## src/shared/dnas_pkg.sv

```systemverilog
// constants for the drive node address and status indication block
// assumes a 25 MHz clock and bcd rotary switch inputs
package dnas_pkg;
	localparam logic [7:0] STATION_OFFSET   = 8'h40;       // added to the switch value
	localparam logic [4:0] NODE_MIN         = 5'h01;
	localparam logic [4:0] NODE_MAX         = 5'h1f;       // 31
	localparam logic [7:0] ALARM_NODE_ADDR  = 8'h82;       // bcd code 82
	localparam int         CLK_HZ           = 25000000;
	localparam int         ADDR_SHOW_MS     = 2000;        // address shown this long at power-up
	localparam int         ADDR_SHOW_CYC    = CLK_HZ / 1000 * ADDR_SHOW_MS;
	localparam int         CNT_W            = 26;
	localparam logic [1:0] SEL_DEFAULT      = 2'h0;        // default display parameter codes
	localparam logic [1:0] SEL_STATION      = 2'h1;
	localparam logic [1:0] SEL_BLANK        = 2'h2;

	typedef enum logic [3:0] {
		ST_SAMPLE = 4'h1,
		ST_SHOW   = 4'h2,
		ST_RUN    = 4'h4,
		ST_HOLD   = 4'h8
	} dnas_state_t;
endpackage

```

## src/dnas_seg_enc.sv

```systemverilog
// two-digit seven-segment encoder with registered outputs
// assumes a bcd byte input; codes above 9 show a dash
`timescale 1ns/10ps
module dnas_seg_enc (
	input  wire logic       clk,     // system clock
	input  wire logic       srst,    // synchronous reset
	input  wire logic [7:0] bcd,     // two bcd digits
	input  wire logic       blank,   // all segments off
	output logic      [6:0] seg_hi,  // tens digit segments g..a
	output logic      [6:0] seg_lo   // units digit segments g..a
);
	logic [6:0] hi_d;
	logic [6:0] lo_d;

	// one lookup shared by both digits
	function automatic logic [6:0] enc(input logic [3:0] v);
		case (v)
			4'h0: enc = 7'h3f;
			4'h1: enc = 7'h06;
			4'h2: enc = 7'h5b;
			4'h3: enc = 7'h4f;
			4'h4: enc = 7'h66;
			4'h5: enc = 7'h6d;
			4'h6: enc = 7'h7d;
			4'h7: enc = 7'h07;
			4'h8: enc = 7'h7f;
			4'h9: enc = 7'h6f;
			default: enc = 7'h40;
		endcase
	endfunction

	// next segment pattern
	always_comb begin
		hi_d = blank ? 7'h00 : enc(bcd[7:4]);
		lo_d = blank ? 7'h00 : enc(bcd[3:0]);
	end

	// segments come from flops so the top outputs are registered
	always_ff @(posedge clk) begin
		if (srst) begin
			seg_hi <= 7'h00;
			seg_lo <= 7'h00;
		end else begin
			seg_hi <= hi_d;
			seg_lo <= lo_d;
		end
	end
endmodule // dnas_seg_enc

```

## src/dnas_top.sv

```systemverilog
// drive node address capture, station address, comm lamp and display select
// assumes srst is the power-on reset and all inputs are synchronous to clk
`timescale 1ns/10ps

// Summary of operation
// - station address equals switch value plus 40h for an accepted address, 00h when the address is refused
// - switch node addresses 1 to 31 are accepted
// - switch value outside 1 to 31 raises alarm code 82
// - switches sampled once after power-on reset, later changes ignored
// - comm lamp lit during communication, dark otherwise
// - display shows node address first, then default display content
// - active alarm code is shown on the display
// - active warning code is shown on the display
module dnas_top
	import dnas_pkg::*;
#(
	parameter int SHOW_CYC = ADDR_SHOW_CYC             // address display time in cycles
) (
	input  wire logic       clk,                       // 25 MHz clock
	input  wire logic       srst,                      // power-on reset, active high
	input  wire logic [3:0] tens_digit_switch,         // tens rotary switch, bcd
	input  wire logic [3:0] units_digit_switch,        // units rotary switch, bcd
	input  wire logic       link_active,               // field-network communication in progress
	input  wire logic       alarm_active,              // external alarm present
	input  wire logic [7:0] alarm_code,                // external alarm code, bcd
	input  wire logic       warn_active,               // warning present
	input  wire logic [7:0] warn_code,                 // warning code, bcd
	input  wire logic [1:0] default_display_param,     // default display selection
	input  wire logic [7:0] default_display_value,     // value for default display content
	output logic      [7:0] station_addr,              // network station address
	output logic      [4:0] node_addr,                 // captured node address
	output logic            addr_valid,                // address accepted
	output logic            addr_alarm,                // node address setting alarm
	output logic            comm_status_lamp,          // communication lamp
	output logic      [6:0] seg_tens,                  // tens digit segments
	output logic      [6:0] seg_units                  // units digit segments
);
	////////////////////////////////////////////////////////////////////////
	// state

	dnas_state_t       st_q, st_d;
	logic [CNT_W-1:0]  cnt_q, cnt_d;
	logic [7:0]        sw_bcd_q, sw_bcd_d;
	logic [4:0]        node_d;
	logic [7:0]        station_d;
	logic              valid_d, alarm_d, lamp_d;
	logic [7:0]        disp_d;
	logic              blank_d;
	logic [7:0]        disp_q;
	logic              blank_q;
	logic [6:0]        bin_sw;

	// bcd pair to binary in seven bits; non-decimal digits may wrap, but the digit check refuses them anyway
	function automatic logic [6:0] bcd2bin(input logic [3:0] t, input logic [3:0] u);
		bcd2bin = ({3'h0, t} * 7'h0a) + {3'h0, u};
	endfunction

	function automatic logic [7:0] bin2bcd(input logic [7:0] b);
		logic [7:0] t;
		t = 8'(b / 8'h0a);
		bin2bcd = {t[3:0], 4'(b % 8'h0a)};
	endfunction

	assign bin_sw = bcd2bin(tens_digit_switch, units_digit_switch);

	////////////////////////////////////////////////////////////////////////
	// address capture and display sequencing

	// address taken once in ST_SAMPLE; no state returns there, so later switch moves are ignored
	always_comb begin
		st_d      = st_q;
		cnt_d     = cnt_q;
		sw_bcd_d  = sw_bcd_q;
		node_d    = node_addr;
		station_d = station_addr;
		valid_d   = addr_valid;
		alarm_d   = addr_alarm;
		case (st_q)
			ST_SAMPLE: begin
				sw_bcd_d = {tens_digit_switch, units_digit_switch};
				cnt_d    = '0;
				st_d     = ST_SHOW;
				// digit codes above 9 are invalid as well
				if (tens_digit_switch <= 4'h9 && units_digit_switch <= 4'h9 &&
				    bin_sw >= 7'(NODE_MIN) && bin_sw <= 7'(NODE_MAX)) begin
					node_d    = bin_sw[4:0];
					station_d = {3'h0, bin_sw[4:0]} + STATION_OFFSET;
					valid_d   = 1'b1;
					alarm_d   = 1'b0;
				end else begin
					node_d    = 5'h00;
					station_d = 8'h00;
					valid_d   = 1'b0;
					alarm_d   = 1'b1;
				end
			end
			ST_SHOW: begin
				cnt_d = cnt_q + 1'b1;
				if (cnt_q >= CNT_W'(SHOW_CYC - 1))
					st_d = ST_RUN;
			end
			ST_RUN:  st_d = ST_RUN;
			ST_HOLD: st_d = ST_RUN;
			default: st_d = ST_SAMPLE;
		endcase
	end

	// lamp follows link activity
	always_comb lamp_d = link_active;

	// display source, alarm over warning over power-up address over default
	always_comb begin
		blank_d = 1'b0;
		if (addr_alarm)
			disp_d = ALARM_NODE_ADDR;
		else if (alarm_active)
			disp_d = alarm_code;
		else if (warn_active)
			disp_d = warn_code;
		else if (st_q != ST_RUN)
			disp_d = sw_bcd_q;
		else begin
			case (default_display_param)
				SEL_DEFAULT: disp_d = default_display_value;
				SEL_STATION: disp_d = bin2bcd({3'h0, node_addr});
				SEL_BLANK: begin
					disp_d  = 8'h00;
					blank_d = 1'b1;
				end
				default: disp_d = default_display_value;
			endcase
		end
	end

	// registers; the display value is piped one cycle, the encoder adds another
	always_ff @(posedge clk) begin
		if (srst) begin
			st_q             <= ST_SAMPLE;
			cnt_q            <= '0;
			sw_bcd_q         <= 8'h00;
			node_addr        <= 5'h00;
			station_addr     <= 8'h00;
			addr_valid       <= 1'b0;
			addr_alarm       <= 1'b0;
			comm_status_lamp <= 1'b0;
			disp_q           <= 8'h00;
			blank_q          <= 1'b1;
		end else begin
			st_q             <= st_d;
			cnt_q            <= cnt_d;
			sw_bcd_q         <= sw_bcd_d;
			node_addr        <= node_d;
			station_addr     <= station_d;
			addr_valid       <= valid_d;
			addr_alarm       <= alarm_d;
			comm_status_lamp <= lamp_d;
			disp_q           <= disp_d;
			blank_q          <= blank_d;
		end
	end

	dnas_seg_enc u_enc (
		.clk    (clk),
		.srst   (srst),
		.bcd    (disp_q),
		.blank  (blank_q),
		.seg_hi (seg_tens),
		.seg_lo (seg_units)
	);

	////////////////////////////////////////////////////////////////////////
	// checks

	a_station_sum: assert property (@(posedge clk) disable iff (srst)
		addr_valid |-> station_addr == {3'h0, node_addr} + STATION_OFFSET)
		else $error("station address not node plus offset");

	a_node_range: assert property (@(posedge clk) disable iff (srst)
		addr_valid |-> node_addr >= NODE_MIN && node_addr <= NODE_MAX)
		else $error("accepted node address out of range");

	a_alarm_excl: assert property (@(posedge clk) disable iff (srst)
		$past(st_q) == ST_SAMPLE && !$past(srst) |-> addr_alarm != addr_valid)
		else $error("capture gave neither alarm nor valid");

	a_addr_frozen: assert property (@(posedge clk) disable iff (srst)
		st_q == ST_RUN && $past(st_q) == ST_RUN |-> $stable(node_addr) && $stable(addr_alarm))
		else $error("node address changed after capture");

	a_lamp_follow: assert property (@(posedge clk) disable iff (srst)
		link_active ##1 !srst |-> comm_status_lamp)
		else $error("lamp dark during communication");

	a_lamp_dark: assert property (@(posedge clk) disable iff (srst)
		!link_active ##1 !srst |-> !comm_status_lamp)
		else $error("lamp lit without communication");

	a_alarm_shown: assert property (@(posedge clk) disable iff (srst)
		alarm_active && !addr_alarm |=> disp_q == $past(alarm_code))
		else $error("alarm code not displayed");

	a_warn_shown: assert property (@(posedge clk) disable iff (srst)
		warn_active && !alarm_active && !addr_alarm |=> disp_q == $past(warn_code))
		else $error("warning code not displayed");

	a_addr_first: assert property (@(posedge clk) disable iff (srst)
		st_q == ST_SHOW && !alarm_active && !warn_active && !addr_alarm |=> disp_q == sw_bcd_q)
		else $error("power-up address not displayed");
endmodule // dnas_top
```

## config.mk

```make
export PLATFORM = sky130hd
export DESIGN_NAME = dnas_top
export DESIGN_NICKNAME = d
export VERILOG_FILES = /design/src/shared/dnas_pkg.sv /design/src/dnas_seg_enc.sv /design/src/dnas_top.sv
export SDC_FILE = /design/constraint.sdc
export NUM_CORES = 1
export LEC_CHECK = 0
export BUFFER_PORTS_ARGS = -buffer_cell sky130_fd_sc_hd__buf_2
export CAP_MARGIN = 20
export CORE_UTILIZATION = 56
export DETAILED_ROUTE_END_ITERATION = 6
export PLACE_DENSITY = 0.79
export SLEW_MARGIN = 30
export SYNTH_ARGS = -nofsm -noshare
export SYNTH_HDL_FRONTEND = slang
export SYNTH_HIERARCHICAL = 1
export SYNTH_SLANG_ARGS = --single-unit
```

## constraint.sdc

```tcl
create_clock -name clk -period 2.92 [get_ports clk]
set_input_delay 0.438 -clock clk [delete_from_list [all_inputs] [get_ports clk]]
set_output_delay 0.438 -clock clk [all_outputs]
set_load 0.01 [all_outputs]
```

# Word level (Yosys, flattened, before mapping)
# Memory sizes are Yosys's and may differ from the RTL's. A register that Yosys moved wholly into a read port is not among the register bits.
# Index checks and enable logic that the tools add are counted.
# totals
mem_count,2
mem_bits_ro,224
elab_cells,56
inputBits,39
register_bits,63
out_inout_bits,30
# classes
div_mod_pow,2
mux,17
eq_ne,8
order_cmp,5
n_addsub,3
multipliers,1
n_reduce_logical,7
# memory_table
name,words,width,rd,rd_clocked_by_memory_dff,wr,line,source
(no name shown),16,7,1,1,0,dnas_seg_enc.sv:17,case (v)
(no name shown),16,7,1,1,0,dnas_seg_enc.sv:17,
# op_table
cell,n
$pmux W26 S2,1
$mux W8,5
$add A26 B1 Y26 const B,1
$ge A26 B26 Y1 const B,1
$pmux W8 S2,1
$pmux W4 S3,1
$add A5 B7 Y8 const B,1
$div A5 B4 Y8 const B,1
$le A4 B4 Y1 const B,2
$mod A5 B4 Y8 const B,1
$add A7 B4 Y7,1
$ge A7 B1 Y1 const B,1
$le A7 B5 Y1 const B,1
$mux W1,7
$mul A4 B3 Y6 const B,1
$reduce_or A2 Y1,3
$mux W5,1
$eq A4 B1 Y1 const B,1
$eq A4 B2 Y1 const B,1
$eq A4 B3 Y1 const B,1
$eq A4 B4 Y1 const B,1
$mux W4,1
$ne A4 B3 Y1 const B,1
$logic_and A1 B1 Y1,3
other kinds (4),4

# Logic depth before layout (Yosys ltp)
# depth
depth_word,6
mapped_depth,11

# Modules after synthesis
# Netlist, hierarchy kept.
# modules_own_cells
mod,n_inst,area_per_inst_um2,seq_area_each_um2,cells_per_inst
dnas_top,1,3193.1,1081.0,401
dnas_seg_enc,1,734.5,280.3,81

# Worst setup path before layout
# OpenSTA, ideal clock, no wires.
# synth_timing
path_type,input-to-reg
startpoint,input tens_digit_switch[1]
endpoint,register node_addr[0]
arrival_time_ps,2642
stages,8
slack_ps,217
path_buffers,0
path_cell_list,ha_1 -> ha_1 -> fa_1 -> o211ai_1 -> or4_1 -> a21oi_2 -> nor3b_2 -> a22o_1
# synth_via
elab_chain_len,6
word_cells_on_any_way,9
classes_between,add/sub: 1; mul: 1; order compare: 3; mux: 1; reduce/logical: 3
# synth_lines
element,line,source
start: declaration,dnas_top.sv:21,"input wire logic [3:0] tens_digit_switch,"
$mul A4 B3 Y6,dnas_top.sv:55,"bcd2bin = ({3'h0, t} * 7'h0a) + {3'h0, u};"
$add A7 B4 Y7,dnas_top.sv:55,
$ge A7 B1 Y1,dnas_top.sv:85,bin_sw >= 7'(NODE_MIN) && bin_sw <= 7'(NODE_MAX)) begin
$logic_and A1 B1 Y1,dnas_top.sv:84,if (tens_digit_switch <= 4'h9 && units_digit_switch <= 4'h9 &&
$logic_and A1 B1 Y1 (*),dnas_top.sv:85,
$mux W5 (*),dnas_top.sv:84,
end signal: assignment,dnas_top.sv:152,node_addr <= node_d;
end: declaration,dnas_top.sv:31,"output logic [4:0] node_addr,"
# Every way passes the cells marked *; elsewhere a longest branch is shown, timed or not.
# A chain may end at the register's enable or synchronous reset.

# Final worst setup path
# layout_timing
startpoint,register node_addr[3]
endpoint,register disp_q[2]
# layout_via
elab_chain_len,5
# layout_lines
element,line,source
$mod A5 B4 Y8,dnas_top.sv:61,"bin2bcd = {t[3:0], 4'(b % 8'h0a)};"
$pmux W8 S2,dnas_top.sv:123,case (default_display_param)
$mux W8,dnas_top.sv:120,else if (st_q != ST_RUN)
$mux W8,dnas_top.sv:118,else if (warn_active)
$mux W8,dnas_top.sv:116,else if (alarm_active)
end signal: assignment,dnas_top.sv:157,disp_q <= disp_d;
end: declaration,dnas_top.sv:49,logic [7:0] disp_q;
# No other way between the ends.

==> metrics.txt <==
kind of critical path=reg2reg; Clock Path Buffers=2; maximum clock frequency=around 0.39 GHz; #FFs+latches synth=68; Syn-to-layout area delta=14.85%; Worst slew margin=0.5042; minimum clock period=between 2000 and 3000 ps; clk_lat worst skew=350 ps; setup TNS=0 ps; htree depth=3; final hold vios=0; post-synth top area share=0.3466; pwr dens=552.5 mW/mm2; biggest fanout along the worst timing path=9; commonest cells in the netlist=68 x dfxtp_1, 49 x nand2_1, 39 x nor2_1; router iterations before antenna repair=5; Placed Instance Area=between 0.004 and 0.005 mm2; share of post-route cells with drive strength above 1=0.1960; Syn Area/Cell=approximately 8 um2; drt first-iter violations=about 230; starting density of the core=0.5781; Clk pin slew, worst setup/hold paths=about 80 ps; initial antenna violation count=0; total core area=around 0.0068 mm2; Final GP Congestion=0.8791; CTS tree=done; Lkg Pwr=around 1.9 nW; Post-CTS Setup Bufs=0; status=finished, final reports clean; CP arrival=between 2000 and 3000 ps; YS warnings=6; Design Area, Final=between 0.004 and 0.005 mm2; Slew Limit Fails=0; post-synth top area cell=dfxtp_1; Layout fillers=603; Via density=5.914; hold crit path type=in2reg; Syn Inst Count=482; root buf cell=clkbuf_8; vias in the first global route=about 3,500; I/O pin total=slightly below 70; clock skew=between 6 and 7 ps; part of the Yosys area used for sequential elements=0.3466; WP data required=between 3000 and 4000 ps; RSZ-0062 raised after global routing=false; post-CTS sizing=0; count of final setup violators=0; Total Wirelength=around 9.5 mm; synthesized area=between 0.003 and 0.004 mm2; final std cells w/o fill=642; drc violations=0; CTS buffer count=9; hold-fix buffers at CTS=0; crit path capture type=flop; ys async rst share=0; Placed Cells=approximately 630; max cap viols=0; Die ar.=0.007352 mm2; IO buf count=66; drt wl/cell=~15 um; R2R Setup Slk=around 320 ps; row cnt=30; largest net degree at the start of global routing=28; Worst Max-Slew Pin Slew=approximately 740 ps; VDD IR max=between 0.2 and 0.3 mV; Distinct cells, synth=69; Antenna Cells=0; Die Wd=85.75 um; net count reported at finish=~600; GRT Total Usage=0.2674; Post-synth EDFFs=0; most frequent cell after synthesis=dfxtp_1; die span in y=about 86 um; Post-synth top flop=dfxtp_1; top post-synthesis cells by area=dfxtp_1 35%, ha_1 7.6%, nand2_1 4.7%; grt ovf=0; hpwl dp=slightly below 7 mm; Num Clock Sinks=68; PnR Total Power=around 2.5 mW; fin crit share=0.8892; CP startpoint kind=flop; first-pass GRT wire length=approximately 16 mm; fin util=0.6639; DRT antenna net count=0; Vias=3,797
## power by group
group | switching [mW] | internal (mW)
registers | 0.0848 | 1.01
clock network | 0.369 | 0.394
logic | 0.392 | 0.244
## cell families after synthesis
group,synth area share
and+or+nand+nor,0.2517
AOI/OAI and AO/OA,0.2198
DFF,0.3466
buffers and inverters,0.06021
adders and majority gates,0.08665
xor gates and xnor gates,0.01784
muxes,0.01625
other,0.0009548
## through the flow
| stage | hold slack (ps) | setup WS, ps |
|---|---|---|
| after floorplan | 432.0 | 217.1 |
| after global placement | 445.8 | 158.3 |
| after detailed placement | 445.6 | 55.59 |
| after CTS | 283.7 | 367.1 |
| after global routing | 295.7 | 206.5 |
| final | 291.0 | 323.6 |
## registers in the layout, indices dropped and copies added, names as in the netlist
| signal | flops |
|---|---|
| cnt_q | 26 |
| disp_q | 8 |
| sw_bcd_q | 8 |
| u_enc/seg_hi | 7 |
| u_enc/seg_lo | 7 |
| node_addr | 4 |
| st_q | 3 |
| addr_alarm | 1 |
| addr_valid | 1 |
| blank_q | 1 |
| comm_status_lamp | 1 |
| station_addr | 1 |
## cell usage in the layout (no fill, tap or decap), drive strengths merged, types with 5 or more instances in the layout
master and count:
nand3 28, clkbuf 10, nor2 40, nor4 7, a21oi 37, ha 24, o211ai 5, nand4 12
nand2 49, o21a 5, xnor2 5, dfxtp 68, buf 78, nor3 12, nand2b 5, inv 22
and3 10, o31ai 8, o21ai 21
## worst max-delay path, stage by stage (launching register included)
cell and delay (ps):
dfxtp_1 390, inv_1 170, ha_1 210, or3b_2 480, nand3_1 150, nand2_1 70, ha_1 290, a2111oi_0 50
o311ai_0 320, o311a_1 260, o32ai_1 70
## worst paths after layout
kind | depth (start not counted) | endpoint | startpoint
worst min-delay path | 2 | comm_status_lamp$_SDFF_PP0_ | link_active
worst max register to register | 10 | disp_q[2]$_SDFF_PP0_ | node_addr[3]$_SDFFE_PP0N_
worst min register to register | 2 | sw_bcd_q[2]$_SDFFE_PP0N_ | sw_bcd_q[2]$_SDFFE_PP0N_
worst max-delay path | 10 | disp_q[2]$_SDFF_PP0_ | node_addr[3]$_SDFFE_PP0N_
## layout make-up
type                            count  area (um2)  area share
Timing Repair Buffer               78       420.4     0.09320
Tap cell                           96       120.1     0.02663
Inverter                           21       78.83     0.01748
Multi-Input combinational cell    363        2338      0.5184
Sequential cell                    68        1361      0.3018
Clock buffer                       10       127.6     0.02829
Clock inverter                      6       63.81     0.01415
## per-layer routing
metal  share of wire  wire [um]  GRT usage
met1            0.46       4391     0.3359
met5               0          0          0
met2            0.45       4246     0.4349
met4           0.027        257     0.1364
met3           0.063        594    0.05582
Note: power is estimated with default switching activity, not from simulation.
